## src/rtl/mdb_defines.vh

```
// constants for the database address decoder
// Notes on behaviour
// - units 1-60; slave steps per sixty
// - fc01 discrete = 128B + 16P + D
// - fc02 discrete = 7680P + 960B + 16(N-1) + D
// - fc03 register = 8B + P
// - fc04 register = 256 + 480B + 60P + N-1
// - controller writes start at 8B + P
// - unit writes start at 256+480B+60P+N-1
// - coil equals register; whole parameter only
// - over 123 or buffer full: exception 02
// - link addresses are zero based
// - four logical slaves, unit offsets per slave
// - controller discrete address is sixteen times register
// - alarms latch; clear after read and accept
// - coil 0x0000 off, any non-zero on
// - readback two's complement, clamped per variant
// - diagnostics function 08 supported
// - 16-bit params, 8 per block, 32 blocks
// - bad function or length: exception 01
// - illegal address: exception 02
`ifndef MDB_DEFINES_VH
`define MDB_DEFINES_VH

// function codes
`define MDB_FC_RD_CTRL_BITS   8'h01
`define MDB_FC_RD_UNIT_BITS   8'h02
`define MDB_FC_RD_CTRL_REGS   8'h03
`define MDB_FC_RD_UNIT_REGS   8'h04
`define MDB_FC_WR_COIL        8'h05
`define MDB_FC_WR_REG         8'h06
`define MDB_FC_DIAG           8'h08
`define MDB_FC_WR_COILS       8'h0f
`define MDB_FC_WR_REGS        8'h10

// exception codes
`define MDB_EXC_NONE          8'h00
`define MDB_EXC_FUNC          8'h01
`define MDB_EXC_ADDR          8'h02

// regions
`define MDB_REG_NONE          2'h0
`define MDB_REG_CTRL          2'h1
`define MDB_REG_UNIT          2'h2

// address arithmetic, 17 bits wide
`define MDB_K_BLK_BITS        17'h00080
`define MDB_K_PAR_BITS        17'h00010
`define MDB_K_CTRL_BITS_END   17'h01000
`define MDB_K_UP_BITS         17'h01e00
`define MDB_K_UB_BITS         17'h003c0
`define MDB_K_UNIT_BITS       17'h00010
`define MDB_K_UNIT_BITS_END   17'h0f000
`define MDB_K_PAR_PER_BLK     17'h00008
`define MDB_K_CTRL_REG_END    17'h00100
`define MDB_K_UNIT_BASE       17'h00100
`define MDB_K_UB_REGS         17'h001e0
`define MDB_K_UP_REGS         17'h0003c
`define MDB_K_UNIT_REG_END    17'h03d00
`define MDB_K_ONE             17'h00001

// limits and fixed locations
`define MDB_MAX_WR_QTY        16'h007b
`define MDB_UNITS_PER_SLAVE   8'h3c
`define MDB_UNIT_LAST         7'h3b
`define MDB_ACCEPT_ADDR       17'h00005
`define MDB_COIL_ON_WORD      16'h0001
`define MDB_COIL_OFF_WORD     16'h0000
`define MDB_MAX_GENERIC       16'h7fff
`define MDB_MAX_ALT           16'h0fff
`define MDB_ZERO_WORD         16'h0000

// database geometry
`define MDB_NUM_UNITS         60
`define MDB_MEM_DEPTH         256
`define MDB_MEM_AW            8
`define MDB_DW                16

`endif

```

## src/rtl/mdb_rb_mem.v

```verilog
// readback store for controller parameters, registered read
`timescale 1ns/1ps
`include "mdb_defines.vh"
module mdb_rb_mem (
    // clock
    input  wire                      core_clk,
    // write port
    input  wire                      wr_en,
    input  wire [`MDB_MEM_AW-1:0]    wr_addr,
    input  wire [`MDB_DW-1:0]        wr_data,
    // read port
    input  wire [`MDB_MEM_AW-1:0]    rd_addr,
    output reg  [`MDB_DW-1:0]        rd_data_q
);
    reg [`MDB_DW-1:0] mem [0:`MDB_MEM_DEPTH-1];

    // 32 blocks of 8 sixteen-bit parameters
    always @(posedge core_clk) begin
        if (wr_en) begin
            mem[wr_addr] <= wr_data;
        end
        rd_data_q <= mem[rd_addr];
    end
endmodule

```

## src/rtl/mdb_decoder.v

```verilog
// request decoder mapping function code and address onto the database
`timescale 1ns/1ps
`include "mdb_defines.vh"
module mdb_decoder (
    // clock and reset
    input  wire         core_clk,
    input  wire         rst_n,
    // request, one-cycle strobe
    input  wire         req_valid,
    input  wire [7:0]   req_func,
    input  wire [15:0]  req_addr,
    input  wire [15:0]  req_qty,
    input  wire [15:0]  req_data,
    input  wire         req_len_bad,
    input  wire [1:0]   req_slave,
    // configuration and write queue state
    input  wire         alt_variant,
    input  wire         wq_full,
    // field unit alarm sources, asynchronous
    input  wire [59:0]  alarm_src,
    // decoded answer
    output reg          resp_valid_q,
    output reg  [7:0]   resp_exc_q,
    output reg  [1:0]   resp_region_q,
    output reg  [4:0]   resp_blk_q,
    output reg  [2:0]   resp_par_q,
    output reg  [5:0]   resp_unit_q,
    output reg  [7:0]   resp_unit_abs_q,
    output reg  [3:0]   resp_bit_q,
    output reg          resp_write_q,
    output reg          resp_coil_on_q,
    output reg  [15:0]  resp_wdata_q,
    output wire [15:0]  resp_rdata,
    output reg          resp_diag_q,
    output reg          accept_q,
    // latched alarms per unit
    output reg  [59:0]  alarm_latched_q
);
    // unit register address split into block, parameter, unit
    function [13:0] unit_dec;
        input [16:0] x;
        reg   [16:0] o;
        reg   [16:0] b;
        reg   [16:0] r;
        reg   [16:0] p;
        reg   [16:0] u;
        begin
            o = x - `MDB_K_UNIT_BASE;
            b = o / `MDB_K_UB_REGS;
            r = o % `MDB_K_UB_REGS;
            p = r / `MDB_K_UP_REGS;
            u = (r % `MDB_K_UP_REGS) + `MDB_K_ONE;
            unit_dec = {b[4:0], p[2:0], u[5:0]};
        end
    endfunction

    // controller register address split into block, parameter
    function [7:0] ctrl_dec;
        input [16:0] x;
        reg   [16:0] b;
        reg   [16:0] p;
        begin
            b = x / `MDB_K_PAR_PER_BLK;
            p = x % `MDB_K_PAR_PER_BLK;
            ctrl_dec = {b[4:0], p[2:0]};
        end
    endfunction

    // readback value limited to the variant range
    function [15:0] clamp;
        input [15:0] v;
        input        alt;
        reg   [15:0] mx;
        begin
            mx = alt ? `MDB_MAX_ALT : `MDB_MAX_GENERIC;
            if (v[15]) begin
                clamp = `MDB_ZERO_WORD;
            end else if (v > mx) begin
                clamp = mx;
            end else begin
                clamp = v;
            end
        end
    endfunction

    // last unit index of a read, held inside one slave's sixty
    function [6:0] unit_cap;
        input [16:0] x;
        begin
            if (x > {10'h000, `MDB_UNIT_LAST}) begin
                unit_cap = `MDB_UNIT_LAST;
            end else begin
                unit_cap = x[6:0];
            end
        end
    endfunction

    // single writes ignore the quantity field
    function single_wr;
        input [7:0] f;
        begin
            single_wr = (f == `MDB_FC_WR_COIL) || (f == `MDB_FC_WR_REG);
        end
    endfunction

    // alarm source synchroniser
    reg  [59:0] alarm_s1_q;
    reg  [59:0] alarm_s2_q;
    reg  [59:0] seen_q;

    // decode results
    reg  [7:0]  exc_d;
    reg  [1:0]  region_d;
    reg  [4:0]  blk_d;
    reg  [2:0]  par_d;
    reg  [5:0]  unit_d;
    reg  [3:0]  bit_d;
    reg         write_d;
    reg         multi_d;
    reg         rd_unit_d;
    reg         diag_d;
    reg  [6:0]  lo_u_d;
    reg  [6:0]  hi_u_d;
    reg  [16:0] a;
    reg  [16:0] last;
    reg  [16:0] qty_eff;
    reg  [16:0] t;
    reg  [16:0] r;
    reg  [16:0] r2;
    reg  [13:0] ud;
    reg  [7:0]  cd;
    wire        coil_on;
    wire [15:0] wword;
    wire        mem_we;
    wire        accept_d;
    wire [7:0]  unit_abs;

    always @* begin
        exc_d     = `MDB_EXC_NONE;
        region_d  = `MDB_REG_NONE;
        blk_d     = 5'h00;
        par_d     = 3'h0;
        unit_d    = 6'h00;
        bit_d     = 4'h0;
        write_d   = 1'b0;
        multi_d   = 1'b0;
        rd_unit_d = 1'b0;
        diag_d    = 1'b0;
        lo_u_d    = 7'h00;
        hi_u_d    = 7'h00;
        t         = 17'h00000;
        r         = 17'h00000;
        r2        = 17'h00000;
        ud        = 14'h0000;
        cd        = 8'h00;
        // addresses on the link are taken as zero based
        a         = {1'b0, req_addr};
        if (single_wr(req_func)) begin
            qty_eff = `MDB_K_ONE;
        end else begin
            qty_eff = {1'b0, req_qty};
        end
        last = a + qty_eff - `MDB_K_ONE;
        case (req_func)
            `MDB_FC_RD_CTRL_BITS: begin
                // discrete = 16 x register address
                if (last < `MDB_K_CTRL_BITS_END) begin
                    region_d = `MDB_REG_CTRL;
                end
                t     = a / `MDB_K_BLK_BITS;
                blk_d = t[4:0];
                r     = a % `MDB_K_BLK_BITS;
                t     = r / `MDB_K_PAR_BITS;
                par_d = t[2:0];
                t     = a % `MDB_K_PAR_BITS;
                bit_d = t[3:0];
            end
            `MDB_FC_RD_UNIT_BITS: begin
                // blocks 0 to 7 only
                if (last < `MDB_K_UNIT_BITS_END) begin
                    region_d = `MDB_REG_UNIT;
                end
                rd_unit_d = 1'b1;
                t      = a / `MDB_K_UP_BITS;
                par_d  = t[2:0];
                r      = a % `MDB_K_UP_BITS;
                t      = r / `MDB_K_UB_BITS;
                blk_d  = t[4:0];
                r2     = r % `MDB_K_UB_BITS;
                t      = (r2 / `MDB_K_UNIT_BITS) + `MDB_K_ONE;
                unit_d = t[5:0];
                t      = r2 % `MDB_K_UNIT_BITS;
                bit_d  = t[3:0];
                t      = r2 / `MDB_K_UNIT_BITS;
                lo_u_d = t[6:0];
                t      = (r2 + qty_eff - `MDB_K_ONE) / `MDB_K_UNIT_BITS;
                hi_u_d = unit_cap(t);
            end
            `MDB_FC_RD_CTRL_REGS: begin
                if (last < `MDB_K_CTRL_REG_END) begin
                    region_d = `MDB_REG_CTRL;
                end
                cd    = ctrl_dec(a);
                blk_d = cd[7:3];
                par_d = cd[2:0];
            end
            `MDB_FC_RD_UNIT_REGS: begin
                if ((a >= `MDB_K_UNIT_BASE) && (last < `MDB_K_UNIT_REG_END)) begin
                    region_d = `MDB_REG_UNIT;
                end
                rd_unit_d = 1'b1;
                ud     = unit_dec(a);
                blk_d  = ud[13:9];
                par_d  = ud[8:6];
                unit_d = ud[5:0];
                lo_u_d = {1'b0, ud[5:0]} - 7'h01;
                t      = {11'h000, ud[5:0]} + qty_eff - 17'h00002;
                hi_u_d = unit_cap(t);
            end
            `MDB_FC_WR_COIL, `MDB_FC_WR_REG, `MDB_FC_WR_COILS, `MDB_FC_WR_REGS: begin
                // coils and registers share one location scheme
                write_d = 1'b1;
                multi_d = !single_wr(req_func);
                if (last < `MDB_K_CTRL_REG_END) begin
                    region_d = `MDB_REG_CTRL;
                    cd       = ctrl_dec(a);
                    blk_d    = cd[7:3];
                    par_d    = cd[2:0];
                end else if ((a >= `MDB_K_UNIT_BASE) && (last < `MDB_K_UNIT_REG_END)) begin
                    region_d = `MDB_REG_UNIT;
                    ud       = unit_dec(a);
                    blk_d    = ud[13:9];
                    par_d    = ud[8:6];
                    unit_d   = ud[5:0];
                end
            end
            `MDB_FC_DIAG: begin
                diag_d = 1'b1;
            end
            default: begin
                exc_d = `MDB_EXC_FUNC;
            end
        endcase
        if (req_len_bad) begin
            exc_d = `MDB_EXC_FUNC;
        end else if (exc_d == `MDB_EXC_NONE) begin
            if (multi_d && ((req_qty > `MDB_MAX_WR_QTY) || (req_qty == 16'h0000))) begin
                exc_d = `MDB_EXC_ADDR;
            end else if (write_d && wq_full) begin
                exc_d = `MDB_EXC_ADDR;
            end else if (!diag_d && (region_d == `MDB_REG_NONE)) begin
                exc_d = `MDB_EXC_ADDR;
            end
        end
    end

    // coil data: zero turns off, anything else on
    assign coil_on = (req_data != `MDB_ZERO_WORD);
    assign wword   = ((req_func == `MDB_FC_WR_COIL) || (req_func == `MDB_FC_WR_COILS)) ?
                     (coil_on ? `MDB_COIL_ON_WORD : `MDB_COIL_OFF_WORD) : req_data;

    assign mem_we  = req_valid && write_d && (exc_d == `MDB_EXC_NONE) &&
                     (region_d == `MDB_REG_CTRL);

    // accept write covering block 0 parameter 5
    assign accept_d = mem_we && (a <= `MDB_ACCEPT_ADDR) && (last >= `MDB_ACCEPT_ADDR);

    // absolute unit across the four logical slaves
    assign unit_abs = ({6'h00, req_slave} * `MDB_UNITS_PER_SLAVE) + {2'h0, unit_d};

    mdb_rb_mem u_rb_mem (
        .core_clk  (core_clk),
        .wr_en     (mem_we),
        .wr_addr   (a[`MDB_MEM_AW-1:0]),
        .wr_data   (clamp(wword, alt_variant)),
        .rd_addr   (a[`MDB_MEM_AW-1:0]),
        .rd_data_q (resp_rdata)
    );

    // answer registers
    always @(posedge core_clk) begin
        if (!rst_n) begin
            resp_valid_q    <= 1'b0;
            resp_exc_q      <= `MDB_EXC_NONE;
            resp_region_q   <= `MDB_REG_NONE;
            resp_blk_q      <= 5'h00;
            resp_par_q      <= 3'h0;
            resp_unit_q     <= 6'h00;
            resp_unit_abs_q <= 8'h00;
            resp_bit_q      <= 4'h0;
            resp_write_q    <= 1'b0;
            resp_coil_on_q  <= 1'b0;
            resp_wdata_q    <= `MDB_ZERO_WORD;
            resp_diag_q     <= 1'b0;
            accept_q        <= 1'b0;
        end else begin
            resp_valid_q <= req_valid;
            accept_q     <= req_valid && accept_d;
            if (req_valid) begin
                resp_exc_q      <= exc_d;
                resp_region_q   <= region_d;
                resp_blk_q      <= blk_d;
                resp_par_q      <= par_d;
                resp_unit_q     <= unit_d;
                resp_unit_abs_q <= unit_abs;
                resp_bit_q      <= bit_d;
                resp_write_q    <= write_d && (exc_d == `MDB_EXC_NONE);
                resp_coil_on_q  <= coil_on;
                resp_wdata_q    <= wword;
                resp_diag_q     <= diag_d;
            end
        end
    end

    // alarm latching, read tracking and accept
    integer i;
    always @(posedge core_clk) begin
        if (!rst_n) begin
            alarm_s1_q      <= 60'h0;
            alarm_s2_q      <= 60'h0;
            alarm_latched_q <= 60'h0;
            seen_q          <= 60'h0;
        end else begin
            alarm_s1_q <= alarm_src;
            alarm_s2_q <= alarm_s1_q;
            for (i = 0; i < `MDB_NUM_UNITS; i = i + 1) begin
                // a new source wins over any clear
                if (alarm_s2_q[i]) begin
                    alarm_latched_q[i] <= 1'b1;
                end else if (accept_d && req_valid && seen_q[i]) begin
                    alarm_latched_q[i] <= 1'b0;
                end
                if (req_valid && rd_unit_d && (exc_d == `MDB_EXC_NONE) &&
                    (i >= lo_u_d) && (i <= hi_u_d) && alarm_latched_q[i]) begin
                    seen_q[i] <= 1'b1;
                end else if (accept_d && req_valid) begin
                    seen_q[i] <= 1'b0;
                end
            end
        end
    end
endmodule

```

## config.mk

```make
export PLATFORM = sky130hd
export DESIGN_NAME = mdb_decoder
export DESIGN_NICKNAME = d
export VERILOG_FILES = /design/src/rtl/mdb_rb_mem.v /design/src/rtl/mdb_decoder.v
export VERILOG_INCLUDE_DIRS = /design/src /design/src/rtl
export SDC_FILE = /design/constraint.sdc
export NUM_CORES = 2
export LEC_CHECK = 0
export ABC_AREA = 0
export BUFFER_PORTS_ARGS = -buffer_cell sky130_fd_sc_hd__buf_2
export CELL_PAD_IN_SITES_DETAIL_PLACEMENT = 1
export CELL_PAD_IN_SITES_GLOBAL_PLACEMENT = 1
export CORE_ASPECT_RATIO = 1.75
export CORE_MARGIN = 2
export CORE_UTILIZATION = 45
export DETAILED_ROUTE_END_ITERATION = 16
export GPL_TIMING_DRIVEN = 0
export PLACE_DENSITY_LB_ADDON = 0.25
export SLEW_MARGIN = 20
export SYNTH_ARGS = -nofsm -noshare
export SYNTH_HDL_FRONTEND = slang
export SYNTH_SLANG_ARGS = --single-unit
```

## constraint.sdc

```tcl
create_clock -name core_clk -period 34.3 [get_ports core_clk]
set_input_delay 1.715 -clock core_clk [delete_from_list [all_inputs] [get_ports core_clk]]
set_output_delay 1.715 -clock core_clk [all_outputs]
set_load 0.02 [all_outputs]
```

Word-level counts from Yosys, hierarchy flattened
Memories as Yosys holds them, arrays and structs flattened. A register that Yosys moved wholly into a read port is not among the register bits.
Index checks and enable logic that the tools add are counted.
{"block": "word_totals", "mem_bits_rw": 3840, "reg_bits": 313, "inputBits": 124, "latchBits": 0, "memories": 1, "wordCells": 901, "out_inout_bits": 133, "mem_bits_ro": 0}
{"memory": "u_rb_mem.mem", "words": 256, "word_bits": 15, "rd": 1, "rd_clocked_by_memory_dff": 1, "write_ports": 1, "line": "mdb_rb_mem.v:15", "source": "reg [`MDB_DW-1:0] mem [0:`MDB_MEM_DEPTH-1];"}
{"block": "classes", "n_addsub": 11, "magnitude_cmp": 130, "n_div": 8, "shift": 0, "n_mul": 1, "n_mux": 219, "n_reduce_logical": 385, "eq_ne": 10, "bitwise_logic": 0}
{"operator": "$logic_and 1x1->1", "n": 252}
{"operator": "$reduce_bool 2->1", "n": 120}
{"operator": "$ge 6x7->1 const A", "n": 28}
{"operator": "$le 6x7->1 const A", "n": 28}
{"operator": "$mux 1", "n": 191}
{"operator": "$ge 5x7->1 const A", "n": 16}
{"operator": "$le 5x7->1 const A", "n": 16}
{"operator": "$ge 4x7->1 const A", "n": 8}
{"operator": "$le 4x7->1 const A", "n": 8}
{"operator": "$mux 15", "n": 3}
{"operator": "$mux 8", "n": 5}
{"operator": "$sub 17x1->17 const B", "n": 2}
{"operator": "$mux 16", "n": 2}
{"operator": "$ge 3x7->1 const A", "n": 4}
{"operator": "$le 3x7->1 const A", "n": 4}
{"operator": "$pmux 7 s2", "n": 2}
{"operator": "$pmux 5 s5", "n": 1}
{"operator": "$eq 8x3->1 const B", "n": 3}
{"operator": "$pmux 6 s3", "n": 1}
{"operator": "$add 16x17->17", "n": 1}
{"operator": "$add 17x16->17", "n": 1}
{"operator": "$add 6x17->17", "n": 1}
{"operator": "$div 16x13->17 const B", "n": 1}
{"operator": "$div 17x10->17 const B", "n": 1}
{"operator": "49 further kinds", "n": 65}

Longest topological paths before layout
{"block": "logic_depth", "word_depth": 26, "mapped_depth": 53, "ltp_nobuf": 46}

By module
From an unflattened synthesis, not the netlist that was laid out.
{"block": "hier_totals", "hier_cells": 9506, "hier_area_um2": 176122.7}
{"module": "mdb_rb_mem", "seq_area_each_um2": 123318.3, "cells_per_inst": 7360, "area_each_um2": 158960.0, "n_inst": 1}
{"module": "mdb_decoder", "seq_area_each_um2": 5785.5, "cells_per_inst": 2146, "area_each_um2": 17162.7, "n_inst": 1}

Worst setup path after synthesis
Ideal clock, no wire load.
{"block": "synth_timing", "path_kind": "input -> register", "start": "in req_func[5]", "end": "mem u_rb_mem.mem[0][1] (netlist bit) (data pin)", "n_path_buf": 2, "setup_time_ns": 1.574, "path_stages": 11, "arrival_time_ns": 10.559, "required_ns": 32.726, "setup_slack_ns": 22.167, "path_cell_list": "or3_1 clkbuf_1 nor2_1 nand4_1 and2_1 ha_1 a21o_1 a21oi_1 a31o_2 clkbuf_1 a21oi_1"}
{"block": "synth_via", "elab_chain_cells": 6, "elab_cells_between_ends": 7, "classes_between": "1 x order compare; 2 x eq/ne; 3 x mux; 1 x reduce/logical"}
{"item": "start, declared", "line": "mdb_decoder.v:10", "source": "input wire [7:0] req_func,"}
{"item": "$eq 8x3->1 or $eq 8x4->1 (tied branches)"}
{"item": "$logic_or 1x1->1 *", "line": "mdb_decoder.v:259", "source": "assign wword = ((req_func == `MDB_FC_WR_COIL) || (req_func == `MDB_FC_WR_COILS)) ?"}
{"item": "$mux 16 *", "line": "mdb_decoder.v:259"}
{"item": "named net wword[13]", "line": "mdb_decoder.v:133", "source": "wire [15:0] wword;"}
{"item": "$gt 16x15->1 *", "line": "mdb_decoder.v:78", "source": "end else if (v > mx) begin"}
{"item": "$mux 15 *", "line": "mdb_decoder.v:78"}
{"item": "$mux 15 *", "line": "mdb_decoder.v:76", "source": "if (v[15]) begin"}
{"item": "named net u_rb_mem.wr_data[1]", "line": "mdb_rb_mem.v:10", "source": "input wire [`MDB_DW-1:0] wr_data,"}
{"item": "end, declared", "line": "mdb_rb_mem.v:15"}
Mark *: on every way through the listed nets, which the timed path passes. The rest lies on a longest branch.

Worst setup path in the final report
{"block": "layout_timing", "start": "in req_addr[8]", "end": "reg seen_q[45]"}
{"block": "layout_via", "elab_chain_cells": 21, "elab_cells_between_ends": 55, "classes_between": "9 x add/sub; 4 x div; 11 x order compare; 1 x eq/ne; 16 x mux; 14 x reduce/logical"}
{"item": "start, declared", "line": "mdb_decoder.v:11", "source": "input wire [15:0] req_addr,"}
{"item": "parallel branches: the longest is 21 deep, another holds $sub 16x9->17"}
{"item": "end signal, assigned", "line": "mdb_decoder.v:322", "source": "seen_q <= 60'h0;"}
{"item": "end signal, assigned by index", "line": "mdb_decoder.v:335", "source": "seen_q[i] <= 1'b1;"}
{"item": "end signal, assigned by index", "line": "mdb_decoder.v:337", "source": "seen_q[i] <= 1'b0;"}
{"item": "end, declared", "line": "mdb_decoder.v:109", "source": "reg [59:0] seen_q;"}
Several ways; the timed one is not identified.
A chain may end at the register's enable or synchronous reset.

==> results by group <==
Run status
  – Status: completed

Logic synthesis
  – Post-Synth Simple-Gate Area: approximately 3.7%
  – Synth Area in XOR/XNOR: less than 1%
  – Cell count after synthesis: roughly 8.9k
  – Synth Register Bits: approximately 4.1k
  – Count of cell types in the netlist: about 110
  – Post-synthesis mux area share: around 15%
  – Yosys top cell area share: a little over two thirds
  – Synth Flop Type: edfxtp_1
  – Post-synthesis async set-or-reset flop share: 0%
  – Largest family of logic cells by synthesized area: multiplexers
  – Yosys warnings: 0
  – Largest cells by area after synthesis: edfxtp_1 (70%), mux4_2 (12%), dfxtp_1 (3.7%)
  – Post-synth EDFFs: about 3.8k
  – Area leader, netlist: edfxtp_1
  – Sequential fraction of the synthesis area: 73.7%
  – Synth Area in Compound Gates: between 5 and 6%
  – Syn Area/Cell: 18.6 µm²
  – Post-Synth Adder-Cell Area: less than 1%
  – Mapped Area: approximately 160000 µm²

Die
  – Starting Density: 45.1%
  – Die Ht: 805 µm
  – Row count: between 200 and 300
  – Die Width: between 400 and 500 µm
  – DIE AREA: roughly 370000 µm²
  – Core area: 365000 µm²
  – Ports: between 200 and 300

Critical path
  – WS Path Type: input pin to flip-flop
  – Slowest CP cell: nor3_1
  – CP most frequent cell: a21oi_1
  – Reg-to-reg slack, setup: just over 30 ns
  – WP buf/inv: 9
  – Critical Path Start Type: input pin
  – Worst Setup End Kind: flip-flop
  – Largest fanout on the critical path: 12
  – Crit-path max cell delay: around 0.81 ns
  – WP data arrival: between 15 and 20 ns
  – CP top delay family: compound AO/OA/AOI/OAI gates
  – Worst EP required: approximately 35 ns

Clock network
  – Hold-fix buffers, CTS: 0
  – Clock Sinks: about 4.1k
  – Post-CTS Repair Setup Buffers: 0
  – Clock slew at reported path FFs: approximately 0.080 ns
  – CTS Buf Count: 376
  – Post-cts sizing count: 0
  – CTS tree: built
  – Worst skew pair latency: approximately 1.1 ns
  – Buffer levels on the longest clock path: 4
  – CTS root buffer: clkbuf_16
  – H-tree depth: 5

Timing
  – Fin. Hold Viols: 0
  – Worst-Margin Slew: roughly 1.4 ns
  – Setup TNS Final: 0 ns
  – RSZ-0062 raised after global routing: false
  – Clock Skew: between 0.1 and 0.15 ns
  – Final slew viol count: 0
  – Tmin final: between 15 and 20 ns
  – Final setup viols: 0
  – FMAX: 0.0622 GHz
  – Rel. slew slack: under 10%
  – Crit share post-route: between 40% and 50%

Routing
  – Vias: 103k
  – WL per Instance: ~50 µm
  – Routed wire length: approximately 760000 µm
  – Initial drt markers: around 14k
  – Vias per inst: roughly 6.7
  – DRT Pass-1 Iters: 6
  – Routed Antenna Nets: 0
  – Drt drc: 0

Global routing
  – Vias in the first global route: about 100k
  – Initial antenna violation count: 111
  – Largest net degree at the start of global routing: 46
  – Total Routing Usage GR: around two fifths
  – Wire length of the first global-routing pass: roughly 990000 µm
  – GRT overflow: 0

Place
  – HPWL Detailed: 567000 µm
  – Placed inst area: between 150000 and 200000 µm²
  – Placer Congestion: around 1.1
  – Port Buffers: between 200 and 250

Cells and area
  – Area grow syn2layout: 20.2%
  – Layout cell share with drive strength beyond 1: ~28%
  – Most frequent cells in the layout: edfxtp_1 (3840), mux4_2 (861), mux2i_1 (500)
  – Nets: slightly above 10k
  – Final Instance Area: around 200000 µm²
  – Commonest non-fill, non-tap cell in the layout: edfxtp_1

Worst hold path
  – Class of the worst hold path: flip-flop to flip-flop

Power
  – P_leak: a little over 60 nW
  – Max VDD drop: about 0.000045 V
  – PwrDens: between 50 and 60 nW/µm²

Run
  – Max cap viols: 0
-- layer usage --
layer	GRT usage [%]	vias to the layer above	wire (µm)
li1	-	38672	-
met1	40.5	53771	219000
met2	65.9	7874	365000
met3	12.2	2734	73700
met4	44.6	24	102000
met5	0	-	217
-- path summary, 6_finish.rpt --
check	start	to	cells after the start
setup / recovery	req_addr[8]	seen_q[45]	51
hold / removal	alarm_s2_q[24]	alarm_latched_q[24]	2
setup reg to reg	u_rb_mem.mem[63][13]	u_rb_mem.rd_data_q[13]	6
hold reg to reg	alarm_s2_q[24]	alarm_latched_q[24]	2
-- synthesized netlist by cell type (all sizes together) (14+ instances only) --
| master | number |
|---|---|
| nor2 | 469 |
| nor3 | 120 |
| a22o | 28 |
| and2 | 147 |
| a311oi | 14 |
| a31oi | 24 |
| nor4 | 22 |
| buf | 154 |
| mux4 | 861 |
| a21oi | 365 |
| or3 | 18 |
| nand3 | 55 |
| o211ai | 23 |
| dfxtp | 304 |
| o21ai | 146 |
| o31ai | 38 |
| a21o | 16 |
| mux2i | 501 |
| nand2b | 18 |
| clkbuf | 381 |
| ha | 95 |
| edfxtp | 3840 |
| a211oi | 54 |
| nor2b | 18 |
| o221ai | 245 |
| nand2 | 358 |
| nand4 | 45 |
| o22ai | 81 |
| inv | 136 |
| o21a | 19 |
| xnor2 | 42 |
-- cells by family (layout without fill, tap and decap cells) --
| kind of cell | Yosys count | after routing |
|---|---|---|
| other | 2 | 149 |
| DFF | 4144 | 4144 |
| AOI/OAI and AO/OA | 1209 | 1209 |
| and+or+nand+nor | 1321 | 1321 |
| xor gates and xnor gates | 54 | 54 |
| buffers and inverters | 672 | 2094 |
| muxes | 1368 | 1368 |
| adders and majority gates | 101 | 101 |
-- where the power goes --
part	total, mW	internal, mW	switching (mW)
logic	1.29	0.403	0.883
clock network	4.43	2.44	1.99
registers	5.58	5.57	0.0105
total	11.3	8.41	2.88
-- cell type report --
cell class                      count  area (µm²)
Clock buffer                      447        9930
Multi-Input combinational cell   4066       42700
Sequential cell                  4144      121000
Fill cell                       32411      167000
Antenna cell                      136         340
Clock inverter                    237        2580
Tap cell                         4884        6110
Buffer                            535        2540
Inverter                          137         514
Timing Repair Buffer              738       11900
-- per-stage QoR --
stage | setup WS, ns | total power, mW | hold slack [ns] | util, % | cells
2_1_floorplan | 22.17 | 6.28 | 0.412 | - | 8882
3_3_place_gp | 10.11 | 6.85 | 0.420 | 47.1 | 14008
3_5_place_dp | 17.49 | 6.91 | 0.420 | 50.6 | 14496
4_1_cts | 18.48 | 11.2 | 0.437 | 54.1 | 15180
5_1_grt | 17.49 | 11.4 | 0.429 | 54.2 | 15248
6_report | 18.23 | 11.3 | 0.398 | 54.2 | 15324
-- state kept, by name (all words and copies together) (netlist names) --
register,count
resp_diag_q,1
resp_blk_q,5
alarm_s2_q,60
resp_valid_q,1
resp_write_q,1
u_rb_mem.rd_data_q,15
resp_unit_abs_q,6
alarm_latched_q,60
resp_par_q,3
accept_q,1
resp_unit_q,6
u_rb_mem.mem,3840
resp_wdata_q,16
resp_bit_q,4
resp_exc_q,2
seen_q,60
resp_coil_on_q,1
resp_region_q,2
alarm_s1_q,60
-- worst reg2reg max path: cells and delay by family (launching register included) --
kind,cells,cell delay (ns)
AO/OA/AOI/OAI,3,1.85
flip-flops,1,0.39
multiplexers,2,1.25
AND/OR/NAND/NOR,1,0.19
Power figures use the tool's default switching activity.
